## src/design/lte_pkg.sv

```systemverilog
// Shared constants and types for the line transmit encoder
package lte_pkg;

    // ==========================================================
    // Register map
    localparam int LTE_ADDR_W = 8;
    localparam int LTE_DATA_W = 32;
    localparam logic [7:0] LTE_REG_CTRL = 8'h00;
    localparam logic [7:0] LTE_REG_STATUS = 8'h04;
    localparam logic [7:0] LTE_REG_IRQ_STATUS = 8'h08;
    localparam logic [7:0] LTE_REG_IRQ_ENABLE = 8'h0c;
    localparam logic [7:0] LTE_REG_IRQ_CLEAR = 8'h10;

    // Control register fields
    localparam int LTE_CTRL_SR_BIT = 0;
    localparam int LTE_CTRL_LEV_BIT = 1;
    localparam int LTE_CTRL_MON_BIT = 2;
    localparam int LTE_CTRL_TRANSMITTER_ON_BIT = 3;
    localparam int LTE_CTRL_RATE_LSB = 4;
    localparam logic [7:0] LTE_CTRL_RST = 8'h00;

    // Interrupt status bits
    localparam int LTE_IRQ_FAULT_SET = 0;
    localparam int LTE_IRQ_FAULT_CLR = 1;
    localparam int LTE_IRQ_SUBST = 2;
    localparam int LTE_IRQ_W = 3;

    // ==========================================================
    // Coding and monitor counts
    localparam int LTE_PIPE_DEPTH = 4;
    localparam logic [2:0] LTE_B3ZS_LAST = 3'h2;
    localparam logic [2:0] LTE_HDB3_LAST = 3'h3;
    localparam logic [1:0] LTE_B3ZS_FIRST_IDX = 2'h2;
    localparam logic [1:0] LTE_HDB3_FIRST_IDX = 2'h3;
    localparam int LTE_MON_LIMIT = 128;

    // ==========================================================
    // Types
    typedef enum logic [1:0] {
        LTE_RATE_DS3 = 2'b00,
        LTE_RATE_STS1 = 2'b01,
        LTE_RATE_E3 = 2'b10
    } lte_rate_e;

    typedef enum logic [1:0] {
        LTE_SYM_ZERO = 2'b00,
        LTE_SYM_MARK = 2'b01,
        LTE_SYM_VIOL = 2'b10,
        LTE_SYM_RAIL = 2'b11
    } lte_sym_e;

    typedef struct packed {
        lte_sym_e kind;
        logic neg;
    } lte_ent_s;

    typedef struct packed {
        logic host_mode;
        logic rail_format_select;
        logic build_out_level;
        logic transmitter_on;
        lte_rate_e rate;
    } lte_pins_s;

    typedef struct packed {
        logic wr;
        logic rd;
        logic [7:0] addr;
        logic [31:0] wdata;
    } lte_bus_req_s;

endpackage : lte_pkg

```

## src/design/lte_drive_monitor.sv

```systemverilog
// Drive monitor: flags a line that stops showing transitions
`timescale 1ns/1ps

module lte_drive_monitor import lte_pkg::*; #(
    parameter int LIMIT = LTE_MON_LIMIT
) (
    input wire logic core_clk,
    input wire logic reset,
    input wire logic tick,
    input wire logic tip,
    input wire logic ring,
    output logic fault
);

    localparam int CW = $clog2(LIMIT) + 1;
    localparam logic [CW-1:0] LAST = CW'(LIMIT - 1);

    typedef struct packed {
        logic tip_prev;
        logic ring_prev;
        logic [CW-1:0] cnt;
        logic fault;
    } lte_mon_s;

    lte_mon_s st_q;
    lte_mon_s st_d;
    logic trans;

    assign trans = (tip != st_q.tip_prev) || (ring != st_q.ring_prev);
    assign fault = st_q.fault;

    always_comb begin
        st_d = st_q;
        if (tick) begin
            st_d.tip_prev = tip;
            st_d.ring_prev = ring;
            if (trans) begin
                st_d.cnt = '0;
                st_d.fault = 1'b0;
            end else if (st_q.cnt == LAST) begin
                st_d.fault = 1'b1;
            end else begin
                st_d.cnt = st_q.cnt + CW'(1);
            end
        end
    end

    always_ff @(posedge core_clk) begin
        if (reset) begin
            st_q <= '0;
        end else begin
            st_q <= st_d;
        end
    end

    chk_fault_clear: assert property (@(posedge core_clk) disable iff (reset)
        (tick && trans) |=> !fault)
        else $error("drive fault stayed high after a transition");

    chk_fault_set: assert property (@(posedge core_clk) disable iff (reset)
        (tick && !trans && st_q.cnt == LAST) |=> fault)
        else $error("drive fault not raised after silent periods");

endmodule : lte_drive_monitor

```

## src/design/lte_encoder.sv

```systemverilog
// Transmit path: rail selection, zero substitution, line driver control, drive monitor
// Notes on behaviour
// - Single-rail when format pin high, bit0 instead in host mode
// - Dual-rail: both inputs are encoded line data
// - Single-rail uses B3ZS, or HDB3 in E3
// - Three zeros become B0V or 00V
// - Four zeros become 000V or B00V
// - Dual-rail bypasses the zero substitution
// - Dual-rail violations go out as plain pulses
// - Build-out on when level setting low
// - Build-out always off in E3
// - Monitor bit selects own driver as source in host mode
// - Fault low while transitions are seen
// - Fault after 128 silent clocks, clears later
// - Transmitter on: pin, and bit in host mode
// - Transmitter off: line outputs high impedance
//
// Chosen here: the strobed register port and the address map.
`timescale 1ns/1ps

module lte_encoder import lte_pkg::*; #(
    parameter int MON_LIMIT = LTE_MON_LIMIT
) (
    input wire logic core_clk,
    input wire logic reset,
    input wire lte_pins_s pins,
    input wire logic tx_line_clock,
    input wire logic tx_positive_in,
    input wire logic tx_negative_in,
    input wire logic monitor_tip_in,
    input wire logic monitor_ring_in,
    input wire lte_bus_req_s bus,
    output logic [31:0] rd_data,
    output logic line_tip_out,
    output logic line_tip_oe,
    output logic line_ring_out,
    output logic line_ring_oe,
    output logic build_out_en,
    output logic drive_fault_out,
    output logic irq
);

    // ==========================================================
    // State
    typedef struct packed {
        lte_pins_s pin_s1;
        lte_pins_s pin_s2;
        logic [4:0] in_s1;
        logic [4:0] in_s2;
        logic clk_s3;
        logic [7:0] ctrl;
        logic [LTE_IRQ_W-1:0] irq_stat;
        logic [LTE_IRQ_W-1:0] irq_en;
        logic [31:0] rdata;
        lte_ent_s [LTE_PIPE_DEPTH-1:0] pipe;
        logic [2:0] zrun;
        logic par;
        logic last_neg;
        logic tip;
        logic ring;
        logic oe;
        logic build_out;
        logic irq;
        logic fault_prev;
    } lte_st_s;

    lte_st_s st_q;
    lte_st_s st_d;

    // Bit order of the synchronised inputs
    localparam int IN_CLK = 4;
    localparam int IN_POS = 3;
    localparam int IN_NEG = 2;
    localparam int IN_TIP = 1;
    localparam int IN_RING = 0;

    logic tick;
    logic host;
    logic single;
    logic e3;
    logic tx_on;
    logic lev;
    logic internal_mon;
    logic pos;
    logic neg;
    logic [2:0] run_last;
    logic [1:0] run_first;
    logic mon_tip;
    logic mon_ring;
    logic fault;
    logic subst;
    logic [LTE_IRQ_W-1:0] ev;
    logic [LTE_IRQ_W-1:0] clr;
    lte_ent_s ent;
    lte_ent_s head;

    // ==========================================================
    // Mode decode, all from synchronised pins and registers
    assign tick = st_q.in_s2[IN_CLK] & ~st_q.clk_s3;
    assign host = st_q.pin_s2.host_mode;
    assign single = host ? st_q.ctrl[LTE_CTRL_SR_BIT] : st_q.pin_s2.rail_format_select;
    assign e3 = host ? (st_q.ctrl[LTE_CTRL_RATE_LSB +: 2] == LTE_RATE_E3)
                     : (st_q.pin_s2.rate == LTE_RATE_E3);
    // In host mode the bit only hands control to the pin, so both must agree
    assign tx_on = st_q.pin_s2.transmitter_on & (~host | st_q.ctrl[LTE_CTRL_TRANSMITTER_ON_BIT]);
    assign lev = host ? st_q.ctrl[LTE_CTRL_LEV_BIT] : st_q.pin_s2.build_out_level;
    assign internal_mon = host & st_q.ctrl[LTE_CTRL_MON_BIT];
    assign pos = st_q.in_s2[IN_POS];
    assign neg = st_q.in_s2[IN_NEG];
    assign run_last = e3 ? LTE_HDB3_LAST : LTE_B3ZS_LAST;
    assign run_first = e3 ? LTE_HDB3_FIRST_IDX : LTE_B3ZS_FIRST_IDX;
    assign head = st_q.pipe[LTE_PIPE_DEPTH-1];

    // Own driver is watched only while it actually drives the line
    assign mon_tip = internal_mon ? (st_q.tip & st_q.oe) : st_q.in_s2[IN_TIP];
    assign mon_ring = internal_mon ? (st_q.ring & st_q.oe) : st_q.in_s2[IN_RING];

    // ==========================================================
    // Drive monitor
    lte_drive_monitor #(
        .LIMIT(MON_LIMIT)
    ) u_mon (
        .core_clk(core_clk),
        .reset(reset),
        .tick(tick),
        .tip(mon_tip),
        .ring(mon_ring),
        .fault(fault)
    );

    // ==========================================================
    // Next state
    always_comb begin
        st_d = st_q;
        ent = '0;
        subst = 1'b0;
        ev = '0;
        clr = '0;

        st_d.pin_s1 = pins;
        st_d.pin_s2 = st_q.pin_s1;
        st_d.in_s1 = {tx_line_clock, tx_positive_in, tx_negative_in, monitor_tip_in, monitor_ring_in};
        st_d.in_s2 = st_q.in_s1;
        st_d.clk_s3 = st_q.in_s2[IN_CLK];

        st_d.oe = tx_on;
        st_d.build_out = ~e3 & ~lev;

        if (tick) begin
            if (single) begin
                if (pos) begin
                    ent.kind = LTE_SYM_MARK;
                    st_d.zrun = '0;
                    st_d.par = ~st_q.par;
                end else if (st_q.zrun == run_last) begin
                    // Run complete: the newest zero becomes the violation
                    ent.kind = LTE_SYM_VIOL;
                    st_d.zrun = '0;
                    st_d.par = 1'b0;
                    subst = 1'b1;
                end else begin
                    ent.kind = LTE_SYM_ZERO;
                    st_d.zrun = st_q.zrun + 3'h1;
                end
            end else begin
                // Pre-encoded data passes as given, violations included
                ent.kind = (pos | neg) ? LTE_SYM_RAIL : LTE_SYM_ZERO;
                ent.neg = neg & ~pos;
                st_d.zrun = '0;
            end

            // Same depth in every mode keeps output timing fixed
            st_d.pipe = {st_q.pipe[LTE_PIPE_DEPTH-2:0], ent};
            // Even pulse count since the last violation: first zero becomes B
            if (subst && !st_q.par) begin
                st_d.pipe[run_first].kind = LTE_SYM_MARK;
            end

            unique case (head.kind)
                LTE_SYM_MARK: begin
                    st_d.last_neg = ~st_q.last_neg;
                    st_d.tip = st_q.last_neg;
                    st_d.ring = ~st_q.last_neg;
                end
                LTE_SYM_VIOL: begin
                    // Repeats the previous polarity on purpose
                    st_d.tip = ~st_q.last_neg;
                    st_d.ring = st_q.last_neg;
                end
                LTE_SYM_RAIL: begin
                    st_d.last_neg = head.neg;
                    st_d.tip = ~head.neg;
                    st_d.ring = head.neg;
                end
                LTE_SYM_ZERO: begin
                    st_d.tip = 1'b0;
                    st_d.ring = 1'b0;
                end
            endcase
        end

        // Interrupt events
        st_d.fault_prev = fault;
        ev[LTE_IRQ_FAULT_SET] = fault & ~st_q.fault_prev;
        ev[LTE_IRQ_FAULT_CLR] = ~fault & st_q.fault_prev;
        ev[LTE_IRQ_SUBST] = subst;

        // Register writes
        if (bus.wr) begin
            unique case (bus.addr)
                LTE_REG_CTRL: st_d.ctrl = bus.wdata[7:0];
                LTE_REG_IRQ_ENABLE: st_d.irq_en = bus.wdata[LTE_IRQ_W-1:0];
                LTE_REG_IRQ_CLEAR: clr = bus.wdata[LTE_IRQ_W-1:0];
                default: ;
            endcase
        end
        // A new event wins over a clear in the same cycle
        st_d.irq_stat = (st_q.irq_stat & ~clr) | ev;
        st_d.irq = |(st_d.irq_stat & st_d.irq_en);

        // Register reads: data stand for one cycle only
        st_d.rdata = '0;
        if (bus.rd) begin
            unique case (bus.addr)
                LTE_REG_CTRL: st_d.rdata = {24'h000000, st_q.ctrl};
                LTE_REG_STATUS: st_d.rdata = {27'h0000000, e3, single, st_q.build_out, st_q.oe, fault};
                LTE_REG_IRQ_STATUS: st_d.rdata = {29'h00000000, st_q.irq_stat};
                LTE_REG_IRQ_ENABLE: st_d.rdata = {29'h00000000, st_q.irq_en};
                default: st_d.rdata = '0;
            endcase
        end
    end

    always_ff @(posedge core_clk) begin
        if (reset) begin
            st_q <= '0;
            st_q.ctrl <= LTE_CTRL_RST;
        end else begin
            st_q <= st_d;
        end
    end

    // ==========================================================
    // Outputs
    assign rd_data = st_q.rdata;
    assign line_tip_out = st_q.tip;
    assign line_ring_out = st_q.ring;
    assign line_tip_oe = st_q.oe;
    assign line_ring_oe = st_q.oe;
    assign build_out_en = st_q.build_out;
    assign drive_fault_out = fault;
    assign irq = st_q.irq;

    // ==========================================================
    // Checks
    chk_build_e3_off: assert property (@(posedge core_clk) disable iff (reset)
        e3 |=> !build_out_en)
        else $error("build-out enabled in E3 mode");

    chk_build_level: assert property (@(posedge core_clk) disable iff (reset)
        (!e3 && !lev) |=> build_out_en)
        else $error("build-out not enabled for low level setting");

    chk_transmitter_on_host: assert property (@(posedge core_clk) disable iff (reset)
        (host && !st_q.ctrl[LTE_CTRL_TRANSMITTER_ON_BIT]) |=> !line_tip_oe)
        else $error("transmitter on although host bit is clear");

    chk_tx_off_hiz: assert property (@(posedge core_clk) disable iff (reset)
        !st_q.pin_s2.transmitter_on |=> (!line_tip_oe && !line_ring_oe))
        else $error("line driven while transmitter off");

    chk_dual_bypass: assert property (@(posedge core_clk) disable iff (reset)
        (tick && !single) |=> (st_q.pipe[0].kind != LTE_SYM_VIOL && st_q.pipe[0].kind != LTE_SYM_MARK))
        else $error("substitution symbol in dual-rail mode");

    chk_b3zs_subst: assert property (@(posedge core_clk) disable iff (reset)
        (tick && single && !e3 && !pos && st_q.zrun == 3'h2) |=> st_q.pipe[0].kind == LTE_SYM_VIOL)
        else $error("third zero not replaced by a violation");

    chk_hdb3_b00v: assert property (@(posedge core_clk) disable iff (reset)
        (tick && single && e3 && !pos && st_q.zrun == 3'h3 && !st_q.par)
        |=> (st_q.pipe[0].kind == LTE_SYM_VIOL && st_q.pipe[3].kind == LTE_SYM_MARK))
        else $error("even pulse count not answered with B00V");

    chk_viol_polarity: assert property (@(posedge core_clk) disable iff (reset)
        (tick && head.kind == LTE_SYM_VIOL) |=> (line_ring_out == $past(st_q.last_neg) && line_tip_out != line_ring_out))
        else $error("violation pulse with wrong polarity");

    chk_rail_pass: assert property (@(posedge core_clk) disable iff (reset)
        (tick && head.kind == LTE_SYM_RAIL) |=> (line_ring_out == $past(head.neg) && line_tip_out == !$past(head.neg)))
        else $error("dual-rail pulse not passed through");

    chk_mark_out: assert property (@(posedge core_clk) disable iff (reset)
        (tick && head.kind == LTE_SYM_MARK) |=> (line_tip_out ^ line_ring_out))
        else $error("mark did not leave as a pulse");

endmodule : lte_encoder

```

## config.mk

```make
export PLATFORM = sky130hd
export DESIGN_NAME = lte_encoder
export DESIGN_NICKNAME = d
export VERILOG_FILES = /design/src/design/lte_pkg.sv /design/src/design/lte_drive_monitor.sv /design/src/design/lte_encoder.sv
export SDC_FILE = /design/constraint.sdc
export NUM_CORES = 1
export LEC_CHECK = 0
export BUFFER_PORTS_ARGS = -buffer_cell sky130_fd_sc_hd__buf_2
export CAP_MARGIN = 20
export CORE_ASPECT_RATIO = 0.9
export CORE_MARGIN = 5
export CORE_UTILIZATION = 47
export DETAILED_ROUTE_END_ITERATION = 6
export HOLD_SLACK_MARGIN = 0.06
export PLACE_DENSITY = 0.77
export SETUP_SLACK_MARGIN = 0.3
export SLEW_MARGIN = 20
export SYNTH_ARGS = -nofsm -noshare
export SYNTH_HDL_FRONTEND = slang
export SYNTH_SLANG_ARGS = --single-unit
```

## constraint.sdc

```tcl
create_clock -name core_clk -period 1.7 [get_ports core_clk]
set_input_delay 0 -clock core_clk [delete_from_list [all_inputs] [get_ports core_clk]]
set_output_delay 0 -clock core_clk [all_outputs]
set_load 0.01 [all_outputs]
```

==> results.json <==
{
  "status": "finished, violations left",
  "failed_checks": "negative setup slack",
  "slew_violations": 0,
  "pwr-share-comb_pct": 8.8,
  "synthMuxAreaShare_pct": 2.805,
  "crit_fanout": 5,
  "synth_area_leaders": "dfxtp_1 (47%), buf_4 (7.3%), nor2b_1 (6.3%), a21oi_1 (4.3%), nand2_1 (3.5%)",
  "clk-insertion-delay-late_ns": 0.34,
  "swShare_pct": 24.10,
  "gp_congestion": 0.8442,
  "fin_crit_sh_pct": 103.4,
  "async_flop_share_pct": 0,
  "ys_seq_elements": 79,
  "drt_first_pass_iters": 5,
  "start_util_pct": 48.15,
  "cts_tree": "built",
  "synthAdderAreaFrac_pct": 0.7383,
  "startpoint": "st_q[63]",
  "timing.fmax_mhz": 568.8,
  "p_total_mw": 3.646,
  "vias": 2838,
  "worstHoldStart": "bus[34]",
  "grt_max_degree": 25,
  "hpwlAfterDp_mm": 5.028,
  "leakagePower_nw": 1.686,
  "grtUsageMet3_pct": 5.174,
  "irDropWorstVdd_mv": 0.5533,
  "hp-class": "in -> reg",
  "met1_usage_pct": 20.50,
  "ant_nets": 0,
  "rsz0062_at_grt": "true",
  "num_rows": 29,
  "grt.total_usage_pct": 17.20,
  "synth_ff_type": "dfxtp_1",
  "vias_per_cell": 5.188,
  "seq_area_frac_synth_pct": 46.66,
  "multi_input_area_um2": 1724,
  "p_clk_share_pct": 38.8,
  "drc": 0,
  "power-per-cell-area_nw_per_um2": 843.5,
  "period_minus_slack_ns": 1.758,
  "dieArea_um2": 9013,
  "clock_path_buffers": 2,
  "use_met2_pct": 29.87,
  "slowest_delay_ns": 0.49,
  "yosysTopAreaCell": "dfxtp_1",
  "seq_power_share_pct": 52.4,
  "routedWlPerCell_um": 14.22,
  "wl_mm": 7.779,
  "internal_power_mw": 2.768,
  "synth_top_family_by_area": "simple AND/OR/NAND/NOR gates",
  "cts_buffers": 9,
  "critPathTopFamily": "simple AND/OR/NAND/NOR gates",
  "synth_commonest_cells": "dfxtp_1 (79), nor2b_1 (34), buf_4 (33)",
  "p_sw_mw": 0.8787,
  "first_global_vias": 2709,
  "cts-htree-levels": 3,
  "port_buffers": 45,
  "avgSynthCellArea_um2": 9.063,
  "core_area_um2": 7039,
  "synth_top_cell_area_share_pct": 46.66,
  "drive_above_1_share_pct": 27.75,
  "fillCellCount": 556,
  "crit_path_cell_trace": "a21bo_4, and3_4, or4b_4, a21o_4, a211oi_2",
  "cts.sinks": 79,
  "endpoint_kind": "register",
  "drtIter0Drc": 111,
  "dieWidth_um": 99.52,
  "grt_pass1_wl_mm": 12.61,
  "cp_data_arrival_time_ns": 2.03,
  "synth_cells": 374,
  "synth-xor-area-share_pct": 0.5168,
  "synth_edf_count": 0,
  "final_util_pct": 61.41,
  "fin_tns_setup_ns": -0.06690,
  "regArea_um2": 1590,
  "clkTransAtPathRegs_ns": 0.08,
  "top_usage_layer": "met2",
  "cp.buffers_inverters": 0,
  "max_cap_violations": 0,
  "cts-root-buf": "clkbuf_8",
  "r2r-start": "st_q[63]",
  "layout_setup_ws_ns": -0.05813,
  "synthSimpleGateAreaFrac_pct": 26.50,
  "synth_compound_area_share_pct": 12.59,
  "io_pins": 94,
  "area_growth_pct": 27.54,
  "grt_remaining_overflow": 0,
  "yosysWarnings": 0,
  "syn-cell-area_um2": 3390,
  "skew_ns": 0.008286,
  "die_h_um": 90.57,
  "worstSetupPathType": "reg -> reg",
  "hold_viol": 0,
  "synthDistinctLibCells": 59,
  "nets": 506,
  "startpoint_type": "register",
  "finalSetupViolations": 2,
  "critPathSlowestCell": "or4b_4",
  "critPathRequiredTime_ns": 1.97,
  "num_antenna_cells": 0,
  "antenna_found_initial": 0,
  "synth.most_common_cell": "dfxtp_1"
}
-- placed cells by master, fill, tap and decap left out, types with 6 or more instances in the layout --
cell type and count:
dfxtp_1 76, buf_2 45, nor2b_1 33, nor2_1 31, nand2_1 31, a21oi_1 27, conb_1 24, dlygate4sd3_1 23
buf_4 20, nand3_1 14, nor3_1 10, clkbuf_8 10, nand4_1 8, o21ai_0 6
-- worst min-delay path: stages --
cell,delay [ns]
buf_2,0.19
o21ai_0,0.18
nor3_1,0.05
-- timing repair --
item / in CTS / in global routing
setup buffers: 2 / 3
endpoints found under the hold margin: 29 / 0
gates cloned: 0 / 0
setup endpoints to repair: 24 / 25
hold buffers: 23 / 0
gates resized for setup: 21 / 22
pin swaps: 20 / 13
-- per-stage QoR --
stage / instances / setup slack, ns / cell area (um2) / hold WS [ns]
2_1_floorplan: 397 / 0.05062 / 3488 / 0.08471
3_3_place_gp: 503 / 0.02719 / 3665 / 0.2103
3_5_place_dp: 503 / -0.05334 / 3665 / 0.2117
4_1_cts: 544 / -0.008566 / 4202 / 0.09527
5_1_grt: 547 / -0.1011 / 4323 / 0.1468
6_report: 547 / -0.05813 / 4323 / 0.1206
-- metal layers --
metal  share of wire (%)  vias to the layer above  wire length (um)
li1                    -                     1385                 -
met1                  43                     1354              3351
met2                  50                       87              3880
met3                 5.9                       12               457
met4                 1.1                        0                89
met5                   0                        -                 0
-- state kept, by name, indices dropped and copies added, names as in the netlist --
signal         count
pos                1
irq                1
st_q              37
host               1
line_ring_oe       1
u_mon.st_q        10
line_ring_out      1
build_out_en       1
head               3
rd_data            8
u_mon.fault        1
st_d              12
line_tip_out       1
neg                1
-- path summary, 6_finish.rpt --
| kind | endpoint | slack [ns] | cells after the start |
|---|---|---|---|
| setup / recovery | u_mon.st_q[5] | -0.06 | 5 |
| hold / removal | rd_data[4] | 0.12 | 3 |
| setup reg to reg | u_mon.st_q[5] | -0.06 | 5 |
| hold reg to reg | st_q[83] | 0.44 | 1 |
-- cell families after synthesis --
family	after synthesis
compound gates	64
other cells	1
flops	79
xor+xnor	2
mux	7
buf+inv	56
fa+ha+maj	2
simple gates	163
-- area by class of cell --
cell class | count | area share, %
timing repair buffer | 93 | 15.51
clock inverter | 6 | 1.592
inverter | 4 | 0.3473
clock buffer | 10 | 3.184
multi-input combinational | 262 | 39.88
sequential | 79 | 36.79
tap | 93 | 2.692
-- power by group through the flow --
| stage | combinational, mW | clock [mW] | sequential (mW) |
|---|---|---|---|
| final | 0.321 | 1.42 | 1.91 |
| after global routing | 0.351 | 1.52 | 1.91 |
| after floorplan | 0.195 | 0 | 1.95 |
| after global placement | 0.238 | 0 | 1.95 |
| after detailed placement | 0.243 | 0 | 1.95 |
| after CTS | 0.302 | 1.44 | 1.91 |
(Power assumes the default switching activity.)
